`config.mk`:
```
export PLATFORM = sky130hd
export DESIGN_NAME = iss_core
export DESIGN_NICKNAME = d
export VERILOG_FILES = /design/src/include/iss_pkg.sv /design/src/verilog/iss_core.sv
export VERILOG_INCLUDE_DIRS = /design/src /design/src/include
export SDC_FILE = /design/constraint.sdc
export NUM_CORES = 1
export LEC_CHECK = 0
export ABC_AREA = 1
export BUFFER_PORTS_ARGS = -buffer_cell sky130_fd_sc_hd__clkbuf_2
export CAP_MARGIN = 40
export CORE_UTILIZATION = 64
export CTS_BUF_LIST = sky130_fd_sc_hd__clkbuf_8 sky130_fd_sc_hd__clkbuf_16
export CTS_CLUSTER_DIAMETER = 60
export CTS_CLUSTER_SIZE = 20
export DETAILED_ROUTE_END_ITERATION = 10
export GPL_TIMING_DRIVEN = 0
export PLACE_DENSITY_LB_ADDON = 0.15
export SLEW_MARGIN = 25
export SYNTH_ARGS = -nofsm -noshare
export SYNTH_HDL_FRONTEND = slang
export SYNTH_SLANG_ARGS = --single-unit
```
`constraint.sdc`:
```
create_clock -name mclk -period 7.6 [get_ports mclk]
set_clock_uncertainty 0.05 [all_clocks]
set_input_delay 0.76 -clock mclk [delete_from_list [all_inputs] [get_ports mclk]]
set_output_delay 0.76 -clock mclk [all_outputs]
set_load 0.03 [all_outputs]
```
`src/include/iss_map.svh`:
```
// Purpose: Offsets, field positions, reset values and timing figures of the sensor port.
// Assumes: Core clock of 20 MHz.
// Notes:   Times keep their printed unit; cycle counts other than ISS_DRDY_WIDTH_CYC are derived in the core.
`ifndef ISS_MAP_SVH
`define ISS_MAP_SVH

`define ISS_CLK_KHZ            20000
`define ISS_BASE_RATE_SPS_X10  8192
`define ISS_T_START_NORM_MS    220
`define ISS_T_START_LP_MS      290
`define ISS_T_RESET_NORM_MS    100
`define ISS_T_RESET_LP_MS      170
`define ISS_T_SLEEP_NORM_MS    4
`define ISS_T_SLEEP_LP_MS      15
`define ISS_T_SYNC_DRDY_US     600
`define ISS_T_WAKE_PULSE_US    20
`define ISS_DRDY_WIDTH_CYC     8'h0A

`define ISS_LP_THRESHOLD       8'h0A
`define ISS_PERIOD_RESET       8'h01

`define ISS_IDX_SAMPLE         6'h00
`define ISS_IDX_COUNT          6'h01
`define ISS_IDX_PERIOD         6'h02
`define ISS_IDX_CONTROL        6'h03

`define ISS_FRM_WRITE_BIT      15
`define ISS_CTL_SLEEP_BIT      0
`define ISS_STS_READY_BIT      0
`define ISS_STS_LOWPWR_BIT     1
`define ISS_STS_SLEEP_BIT      2

`endif

```
`src/include/iss_pkg.sv`:
```
// Purpose: Types shared by the sensor port core.
// Assumes: Constants live in iss_map.svh.
// Notes:   None.
package iss_pkg;
    typedef enum logic [1:0] {
        ISS_ST_WAIT,
        ISS_ST_RUN,
        ISS_ST_SLEEP
    } iss_state_type;
    typedef logic [23:0] iss_count_type;
endpackage

```
`src/verilog/iss_core.sv`:
```
// Purpose: Sample timing, data-ready and 16-bit serial slave port of an inertial sensor.
// Assumes: Pins are asynchronous to mclk; sensor_sample is on mclk.
// Notes:   Frame is W,A[6:0],D[7:0] MSB first; a read answers in the next frame.
// How it works
// - Sample rate follows eight-bit period setting
// - Setting 0x0A up selects low power delays
// - Normal mode: 220, 100, 4 ms delays
// - Data ready 600 us after sync pulse
// - Each sample loads outputs, pulses data ready
// - Shift out on fall, capture on rise
// - Two byte addresses per 16-bit register
`timescale 1ns/10ps
`include "iss_map.svh"
module iss_core import iss_pkg::*; #(
    parameter int unsigned START_NORM_CYC = `ISS_T_START_NORM_MS * `ISS_CLK_KHZ,
    parameter int unsigned START_LP_CYC   = `ISS_T_START_LP_MS * `ISS_CLK_KHZ,
    parameter int unsigned RESET_NORM_CYC = `ISS_T_RESET_NORM_MS * `ISS_CLK_KHZ,
    parameter int unsigned RESET_LP_CYC   = `ISS_T_RESET_LP_MS * `ISS_CLK_KHZ,
    parameter int unsigned SLEEP_NORM_CYC = `ISS_T_SLEEP_NORM_MS * `ISS_CLK_KHZ,
    parameter int unsigned SLEEP_LP_CYC   = `ISS_T_SLEEP_LP_MS * `ISS_CLK_KHZ,
    parameter int unsigned SYNC_DRDY_CYC  = `ISS_T_SYNC_DRDY_US * `ISS_CLK_KHZ / 1000,
    parameter int unsigned BASE_CYC       = `ISS_CLK_KHZ * 10000 / `ISS_BASE_RATE_SPS_X10
) (
    input  wire logic        mclk,
    input  wire logic        sys_rst,
    input  wire logic        spi_sclk,
    input  wire logic        spi_cs_n,
    input  wire logic        spi_din,
    output logic             spi_dout,
    output logic             spi_dout_oe_n,
    input  wire logic        sync_clock_input,
    input  wire logic        ext_sync_enable,
    input  wire logic        reset_pin_n,
    input  wire logic [15:0] sensor_sample,
    output logic             data_ready_pin
);
    localparam int unsigned WAKE_CYC = (`ISS_T_WAKE_PULSE_US * `ISS_CLK_KHZ + 999) / 1000;
    localparam int unsigned START_CYC = (`ISS_PERIOD_RESET >= `ISS_LP_THRESHOLD) ?
                                        START_LP_CYC : START_NORM_CYC;
    // Pin order: 0 sclk, 1 cs_n, 2 din, 3 sync, 4 reset pin.
    logic [4:0]    pin_raw;
    logic [4:0]    pin_s1_ff, pin_s2_ff, pin_s3_ff, pin_ff, pin_d_ff;
    iss_state_type state_ff;
    iss_count_type dly_ff, smp_cnt_ff, sync_cnt_ff, period_cyc;
    logic [9:0]    wake_cnt_ff;
    logic [7:0]    period_ff;
    logic [15:0]   smp_out_ff, smp_num_ff, rx_ff, tx_ff, rd_word_ff;
    logic [7:0]    drdy_cnt_ff;
    logic [3:0]    bit_cnt_ff;
    logic          sync_busy_ff, sleep_req_ff, drdy_ff, dout_ff, dout_oe_n_ff;
    logic          sclk_rise, sclk_fall, cs_fall, sync_rise, rst_pin_fall;
    logic          low_power, ready, frame_done, wr_frame, frm_hi, sample_tick, wake_evt;
    logic [5:0]    frm_idx;
    logic [15:0]   nxt_rd_word, rx_full;
    assign pin_raw = {reset_pin_n, sync_clock_input, spi_din, spi_cs_n, spi_sclk};
    // Each pin counts as changed once the second and third stages agree.
    genvar gi;
    generate
        for (gi = 0; gi < 5; gi++) begin : g_pin
            always_ff @(posedge mclk or posedge sys_rst) begin
                if (sys_rst) begin
                    {pin_s1_ff[gi], pin_s2_ff[gi], pin_s3_ff[gi]} <= 3'h7;
                    {pin_ff[gi], pin_d_ff[gi]}                    <= 2'h3;
                end else begin
                    pin_s1_ff[gi] <= pin_raw[gi];
                    pin_s2_ff[gi] <= pin_s1_ff[gi];
                    pin_s3_ff[gi] <= pin_s2_ff[gi];
                    if (pin_s2_ff[gi] == pin_s3_ff[gi]) begin
                        pin_ff[gi] <= pin_s3_ff[gi];
                    end
                    pin_d_ff[gi] <= pin_ff[gi];
                end
            end
        end
    endgenerate
    assign sclk_rise    = pin_ff[0] & ~pin_d_ff[0] & ~pin_ff[1];
    assign sclk_fall    = ~pin_ff[0] & pin_d_ff[0] & ~pin_ff[1];
    assign cs_fall      = ~pin_ff[1] & pin_d_ff[1];
    assign sync_rise    = pin_ff[3] & ~pin_d_ff[3];
    assign rst_pin_fall = ~pin_ff[4] & pin_d_ff[4];
    assign low_power = (period_ff >= `ISS_LP_THRESHOLD);
    assign ready     = (state_ff == ISS_ST_RUN);
    assign wake_evt  = (state_ff == ISS_ST_SLEEP) && (wake_cnt_ff == 10'(WAKE_CYC - 1))
                       && ~pin_ff[1];
    assign period_cyc = 24'((period_ff == 8'h00 ? 8'h01 : period_ff) * BASE_CYC);
    assign sample_tick = ready && (ext_sync_enable ?
                         (sync_busy_ff && sync_cnt_ff == 24'h00_0000) :
                         (smp_cnt_ff == period_cyc - 24'h00_0001));
    // Power-on, reset-pin and sleep recovery delays.
    always_ff @(posedge mclk or posedge sys_rst) begin
        if (sys_rst) begin
            state_ff <= ISS_ST_WAIT;
            dly_ff   <= 24'(START_CYC - 1);
        end else if (rst_pin_fall) begin
            state_ff <= ISS_ST_WAIT;
            dly_ff   <= low_power ? 24'(RESET_LP_CYC - 1) : 24'(RESET_NORM_CYC - 1);
        end else begin
            unique case (state_ff)
                ISS_ST_WAIT: begin
                    if (dly_ff == 24'h00_0000) begin
                        state_ff <= ISS_ST_RUN;
                    end else begin
                        dly_ff <= dly_ff - 24'h00_0001;
                    end
                end
                ISS_ST_RUN: begin
                    if (sleep_req_ff) begin
                        state_ff <= ISS_ST_SLEEP;
                    end
                end
                ISS_ST_SLEEP: begin
                    if (wake_evt) begin
                        state_ff <= ISS_ST_WAIT;
                        dly_ff   <= low_power ? 24'(SLEEP_LP_CYC - 1) : 24'(SLEEP_NORM_CYC - 1);
                    end
                end
            endcase
        end
    end

    always_ff @(posedge mclk or posedge sys_rst) begin
        if (sys_rst) begin
            wake_cnt_ff <= 10'h000;
        end else if (state_ff != ISS_ST_SLEEP || pin_ff[1]) begin
            wake_cnt_ff <= 10'h000;
        end else if (wake_cnt_ff != 10'(WAKE_CYC - 1)) begin
            wake_cnt_ff <= wake_cnt_ff + 10'h001;
        end
    end
    always_ff @(posedge mclk or posedge sys_rst) begin
        if (sys_rst) begin
            smp_cnt_ff <= 24'h00_0000;
        end else if (!ready || ext_sync_enable || smp_cnt_ff >= period_cyc - 24'h00_0001) begin
            smp_cnt_ff <= 24'h00_0000;
        end else begin
            smp_cnt_ff <= smp_cnt_ff + 24'h00_0001;
        end
    end
    always_ff @(posedge mclk or posedge sys_rst) begin
        if (sys_rst) begin
            sync_busy_ff <= 1'b0;
            sync_cnt_ff  <= 24'h00_0000;
        end else if (ready && ext_sync_enable && sync_rise) begin
            sync_busy_ff <= 1'b1;
            sync_cnt_ff  <= 24'(SYNC_DRDY_CYC - 1);
        end else if (!ready || !ext_sync_enable || sync_cnt_ff == 24'h00_0000) begin
            sync_busy_ff <= 1'b0;
        end else begin
            sync_cnt_ff <= sync_cnt_ff - 24'h00_0001;
        end
    end

    always_ff @(posedge mclk or posedge sys_rst) begin
        if (sys_rst) begin
            smp_out_ff  <= 16'h0000;
            smp_num_ff  <= 16'h0000;
            drdy_cnt_ff <= 8'h00;
            drdy_ff     <= 1'b0;
        end else if (sample_tick) begin
            smp_out_ff  <= sensor_sample;
            smp_num_ff  <= smp_num_ff + 16'h0001;
            drdy_cnt_ff <= `ISS_DRDY_WIDTH_CYC - 8'h01;
            drdy_ff     <= 1'b1;
        end else if (drdy_cnt_ff != 8'h00) begin
            drdy_cnt_ff <= drdy_cnt_ff - 8'h01;
        end else begin
            drdy_ff <= 1'b0;
        end
    end
    assign rx_full    = {rx_ff[14:0], pin_ff[2]};
    assign frame_done = sclk_rise && (bit_cnt_ff == 4'hF);
    assign wr_frame   = rx_full[`ISS_FRM_WRITE_BIT];
    assign frm_idx    = rx_full[14:9];
    assign frm_hi     = rx_full[8];
    always_comb begin
        nxt_rd_word = 16'h0000;
        unique case (frm_idx)
            `ISS_IDX_SAMPLE:  nxt_rd_word = smp_out_ff;
            `ISS_IDX_COUNT:   nxt_rd_word = smp_num_ff;
            `ISS_IDX_PERIOD:  nxt_rd_word = {8'h00, period_ff};
            `ISS_IDX_CONTROL: nxt_rd_word = {13'h0000, state_ff == ISS_ST_SLEEP, low_power, ready};
            default:          nxt_rd_word = 16'h0000;
        endcase
    end

    always_ff @(posedge mclk or posedge sys_rst) begin
        if (sys_rst) begin
            period_ff    <= `ISS_PERIOD_RESET;
            sleep_req_ff <= 1'b0;
        end else begin
            sleep_req_ff <= frame_done && ready && wr_frame && !frm_hi
                            && frm_idx == `ISS_IDX_CONTROL && rx_full[`ISS_CTL_SLEEP_BIT];
            if (frame_done && ready && wr_frame && !frm_hi && frm_idx == `ISS_IDX_PERIOD) begin
                period_ff <= rx_full[7:0];
            end
        end
    end

    always_ff @(posedge mclk or posedge sys_rst) begin
        if (sys_rst) begin
            rx_ff         <= 16'h0000;
            tx_ff         <= 16'h0000;
            rd_word_ff    <= 16'h0000;
            bit_cnt_ff    <= 4'h0;
            dout_ff       <= 1'b0;
            dout_oe_n_ff  <= 1'b1;
        end else begin
            dout_oe_n_ff <= pin_ff[1];
            if (cs_fall) begin
                bit_cnt_ff <= 4'h0;
                tx_ff      <= rd_word_ff;
            end else if (sclk_fall) begin
                dout_ff <= tx_ff[15];
                tx_ff   <= {tx_ff[14:0], 1'b0};
            end else if (sclk_rise) begin
                rx_ff      <= rx_full;
                bit_cnt_ff <= bit_cnt_ff + 4'h1;
                if (frame_done) begin
                    rd_word_ff <= (ready && !wr_frame) ? nxt_rd_word : 16'h0000;
                    tx_ff      <= (ready && !wr_frame) ? nxt_rd_word : 16'h0000;
                end
            end
        end
    end

    assign spi_dout       = dout_ff;
    assign spi_dout_oe_n  = dout_oe_n_ff;
    assign data_ready_pin = drdy_ff;

    property p_rate;
        @(posedge mclk) disable iff (sys_rst)
        (ready && !ext_sync_enable && smp_cnt_ff < period_cyc - 24'h00_0001)
            |=> smp_cnt_ff == $past(smp_cnt_ff) + 24'h00_0001;
    endproperty
    a_rate: assert property (p_rate) else $error("Sample tick off period.");
    property p_lp_reset;
        @(posedge mclk) disable iff (sys_rst)
        (rst_pin_fall && low_power) |=> dly_ff == 24'(RESET_LP_CYC - 1) && !ready;
    endproperty
    a_lp_reset: assert property (p_lp_reset) else $error("Low power reset delay wrong.");
    property p_norm_wake;
        @(posedge mclk) disable iff (sys_rst)
        (wake_evt && !low_power && !rst_pin_fall) |=> state_ff == ISS_ST_WAIT
            && dly_ff == 24'(SLEEP_NORM_CYC - 1);
    endproperty
    a_norm_wake: assert property (p_norm_wake) else $error("Sleep recovery delay wrong.");
    property p_sync;
        @(posedge mclk) disable iff (sys_rst)
        (ready && ext_sync_enable && sync_rise && !rst_pin_fall && !sleep_req_ff)
            |=> sync_busy_ff && sync_cnt_ff == 24'(SYNC_DRDY_CYC - 1);
    endproperty
    a_sync: assert property (p_sync) else $error("Sync delay not started.");
    property p_drdy;
        @(posedge mclk) disable iff (sys_rst)
        sample_tick |=> drdy_ff && smp_out_ff == $past(sensor_sample) ##1 drdy_ff;
    endproperty
    a_drdy: assert property (p_drdy) else $error("Data ready or sample missing.");
    property p_shift;
        @(posedge mclk) disable iff (sys_rst)
        (sclk_fall && !cs_fall) |=> dout_ff == $past(tx_ff[15]) && $stable(rx_ff);
    endproperty
    a_shift: assert property (p_shift) else $error("Output bit not shifted on fall.");
    property p_byte_wr;
        @(posedge mclk) disable iff (sys_rst)
        (frame_done && ready && wr_frame && !frm_hi && frm_idx == `ISS_IDX_PERIOD)
            |=> period_ff == $past(rx_full[7:0]);
    endproperty
    a_byte_wr: assert property (p_byte_wr) else $error("Lower byte write lost.");
    property p_not_ready;
        @(posedge mclk) disable iff (sys_rst)
        (frame_done && !ready) |=> $stable(period_ff) && rd_word_ff == 16'h0000;
    endproperty
    a_not_ready: assert property (p_not_ready) else $error("Frame served before ready.");
    c_sample: cover property (@(posedge mclk) disable iff (sys_rst) $rose(drdy_ff));
    c_wake: cover property (@(posedge mclk) disable iff (sys_rst) wake_evt);
    c_write: cover property (@(posedge mclk) disable iff (sys_rst) frame_done && ready && wr_frame);
endmodule

```
==> PnR_summary.wiki <==
{| class="wikitable"
! Metric !! Value
|-
| Pin count of the biggest net entering global routing || between 100 and 150
|-
| Kind of start point of the critical path || flip-flop
|-
| Global route total overflow || 0
|-
| Mean instance size in the synthesized netlist || 7.647 um2
|-
| Setup repair after global routing missed its margin || false
|-
| Max-capacitance violation count || 0
|-
| Shortest period the worst path allows || 7086 ps
|-
| Die H || approximately 150 um
|-
| Top_reg_cell synth || dfrtp_1
|-
| Count of synthesis-stage warnings from yosys || 0
|-
| Final cell count without fillers || 2231
|-
| Area grow syn2layout || 8.380%
|-
| Start-to-end type of the worst setup path || reg2reg
|-
| Placed instance count || 2196
|-
| Worst max-slew margin expressed relative to the limit || around half
|-
| Fraction of the cycle the final worst path needs || 93.23%
|-
| Vias per cell || between 5 and 6
|-
| Number of different library cells in the post-synthesis netlist || 51
|-
| Area of the mapped netlist || 14440 um2
|-
| Post-placement worst setup slack || ~18 ps
|-
| Initial antenna violation count || 0
|-
| DRC violations left || 0
|-
| Worst R2R Setup Slack || 510 ps
|-
| Number of buffers created by CTS || 19
|-
| Worst setup slack after layout || 514.4 ps
|-
| Max FO, Critical Path || 10
|-
| DRC marker count from the first detailed-route iteration || 862
|-
| Number of global-route vias before repair || 11990
|-
| Final estimated routing congestion in global placement || 0.9123
|-
| Wirelength, routed || 33110 um
|-
| Buffer levels on the longest clock path || 3
|-
| Nets in the synthesized netlist || 2031
|-
| Final Setup Violations || 0
|-
| Run status || finished, final reports clean
|-
| Avg WL per Cell || 14.84 um
|-
| Proportion of register bits with asynchronous set or reset after synthesis || 100.0%
|-
| Share of post-route cells with drive strength above 1 || 10.51%
|-
| Max Slew Vio Count || 0
|-
| Maximum single-stage delay on the critical path || 530 ps
|-
| Number of inserted diodes || 0
|-
| Overall die area || 23160 um2
|-
| Worst ir drop on vdd || 0.0001768 V
|-
| Library cell appearing most often on the critical path || inv_1
|-
| Initial standard-cell utilization of the core || 65.75%
|-
| Library cell used as clock root buffer || clkbuf_16
|-
| First-pass GRT wire length || around 56000 um
|-
| Clock insertion delay at the later pin of the skew report || 510 ps
|-
| Number of enable-type register cells in the synthesized netlist || 0
|-
| Number of iterations in the first detailed-routing pass || 5
|-
| Post-CTS clock slew at the launch and capture registers of the worst setup and hold paths || ~80 ps
|-
| Number of nets at the end of the flow || 2081
|-
| Final-report hold violation count || 0
|-
| Top Ports || 27
|-
| Highest attainable clock frequency || 0.1411 GHz
|-
| CTS tree || built
|-
| Post-Synthesis Cells || 1888
|-
| Worst path arrival time || between 7000 and 8000 ps
|-
| Total of buffers placed on input and output ports || 26
|-
| Kind of end point of the critical path || flip-flop
|-
| Critical-path cell with the highest stage delay || fa_1
|-
| Required time at the worst-slack endpoint || 7930 ps
|-
| Number of placement rows || 54
|-
| Post-route core utilization || 71.26%
|-
| CTS HTree Levels || 1
|-
| Count of antenna-violating nets left after detailed routing || 0
|-
| Die span in x || 152.2 um
|-
| Proportion of synthesized chip area in sequential cells || 36.90%
|-
| Number of clock sinks || 211
|-
| Leakage power || 7.752 nW
|-
| Vias after detailed routing || 12400
|-
| Estimated wirelength of the detail-placed design || about 25000 um
|-
| Power per cell area || around 210 nW/um2
|-
| Flops & latches, synth || 211
|-
| Placeable Area || 21960 um2
|-
| Global Route Usage Sum || 29.14%
|-
| Worst hold-check path type || in2async
|-
| Worst Max-Slew Pin Slew || 727.0 ps
|}
==> sequential cells by signal, indices dropped and copies added, names as in the netlist <==
signal,count
pin_s2_ff,5
smp_cnt_ff,24
smp_out_ff,16
pin_ff,5
drdy_cnt_ff,8
state_ff,2
tx_ff,16
bit_cnt_ff,4
pin_s1_ff,5
sync_cnt_ff,24
spi_dout,1
wake_cnt_ff,10
spi_dout_oe_n,1
dly_ff,24
pin_d_ff,3
pin_s3_ff,5
rd_word_ff,16
period_ff,8
sync_busy_ff,1
sleep_req_ff,1
data_ready_pin,1
smp_num_ff,16
rx_ff,15
==> routing by layer <==
layer,global-route usage [%],part of all wire (%)
met4,8.746,2.6
met2,49.77,48
met1,39.31,46
met3,3.129,3.9
met5,0,0
==> Yosys cell counts, types with 5 or more instances <==
master    count  share of area, %
inv_1       289               7.5
o21ai_0      81               2.8
nand3b_1     10              0.52
o211ai_2      5              0.43
dfstp_2      38               6.9
o21ai_1      11              0.38
o211ai_1      8              0.42
nor3_1       41               1.4
dfrtp_1     173                30
nand2_1     480                12
xnor2_1      11              0.67
or2_2         6              0.26
xor2_1       44               2.7
a22oi_1      11              0.57
inv_2        10              0.26
a21oi_1      69               2.4
a221oi_1     15              0.91
nor2_1      194               5.0
nand4_1      45               1.9
nor2_2       11              0.48
nand2_2       9              0.39
nor4_1       12              0.52
clkbuf_1     14              0.36
nand3_1     102               3.5
maj3_1        5              0.35
fa_1         37               5.1
o21ai_2      10              0.61
o31ai_1      11              0.57
ha_1         82               7.1
buf_2        14              0.49
nand3_2       7              0.49
==> where the power goes <==
part / internal [mW] / total, mW / switching (mW)
registers: 1.33 / 1.48 / 0.157
logic: 0.288 / 0.893 / 0.605
clock network: 0.487 / 0.960 / 0.473
total: 2.10 / 3.34 / 1.23
==> worst max-delay path, delay by kind of cell (launching register included) <==
family | cells | cell delay [ps]
adder cells (fa/ha/maj) | 7 | 2770
flip-flops | 1 | 470
AND/OR/NAND/NOR | 20 | 2480
buffers and inverters | 12 | 1020
XOR/XNOR | 1 | 140
==> final cells by class <==
cell class,instances,area (um2)
Buffer,32,167.7
Inverter,302,1144
Clock inverter,15,146.4
Multi-Input combinational cell,1343,7841
Timing Repair Buffer,29,192.7
Fill cell,1773,6311
Sequential cell,211,5330
Clock buffer,19,475.5
Tap cell,280,350.3
==> metrics by stage <==
step | total power, mW | TNS, ps | hold slack [ps] | cell area, um2
6_report | 3.336 | 0 | 102.2 | 15650
5_1_grt | 3.531 | 0 | 93.25 | 15650
4_1_cts | 3.351 | 0 | 88.81 | 15600
3_5_place_dp | 2.381 | 0 | 297.8 | 14980
3_3_place_gp | 2.341 | -193490 | 300.0 | 14920
2_1_floorplan | 2.138 | 0 | 295.2 | 14440
==> placed cells by master (no fill, tap or decap), types with 10 or more instances in the layout <==
cell / n
clkbuf_1: 12
nor2_1: 192
o21ai_1: 11
nand3b_1: 10
ha_1: 81
a22oi_1: 11
o21ai_2: 10
dfstp_2: 38
clkbuf_2: 26
xor2_1: 44
clkbuf_16: 19
nand2_2: 10
nand2_1: 478
buf_2: 15
xnor2_1: 11
o21ai_0: 81
nor3_1: 41
dfrtp_1: 171
inv_1: 290
fa_1: 37
o31ai_1: 11
a221oi_1: 15
nand3_1: 101
a21oi_1: 67
nor2_2: 13
inv_2: 11
nor4_1: 12
nand4_1: 45
==> final timing paths <==
| kind | startpoint | depth (start not counted) | end |
|---|---|---|---|
| max | period_ff[6]$_DFFE_PP0P_ | 40 | smp_out_ff[3]$_DFFE_PP0P_ |
| min | sys_rst | 2 | sync_cnt_ff[7]$_DFFE_PP0P_ |
| max reg2reg | period_ff[6]$_DFFE_PP0P_ | 40 | smp_out_ff[3]$_DFFE_PP0P_ |
| min reg2reg | pin_s1_ff[1]$_DFF_PP1_ | 0 | pin_s2_ff[1]$_DFF_PP1_ |
| max in group asynchronous | sys_rst | 4 | period_ff[7]$_DFFE_PP0P_ |
| min in group mclk | sync_clock_input | 1 | pin_s1_ff[3]$_DFF_PP1_ |
==> timing repair <==
item / in CTS / in global routing
hold buffers: 0 / 0
gates resized for setup: 0 / 19
setup buffers: 0 / 1
setup endpoints to repair: 0 / 65
hold endpoints to repair: 0 / 0
==> kinds of logic after synthesis <==
logic type               after synthesis  share of synthesized area, %
AO/OA/AOI/OAI                        229                         9.516
XOR/XNOR                              55                         3.336
adder cells (fa/ha/maj)              124                         12.58
buffers and inverters                334                         8.996
flip-flops                           211                         36.90
multiplexers                           1                       0.07799
AND/OR/NAND/NOR                      934                         28.59
No activity file was read; power rests on OpenSTA's default activity.
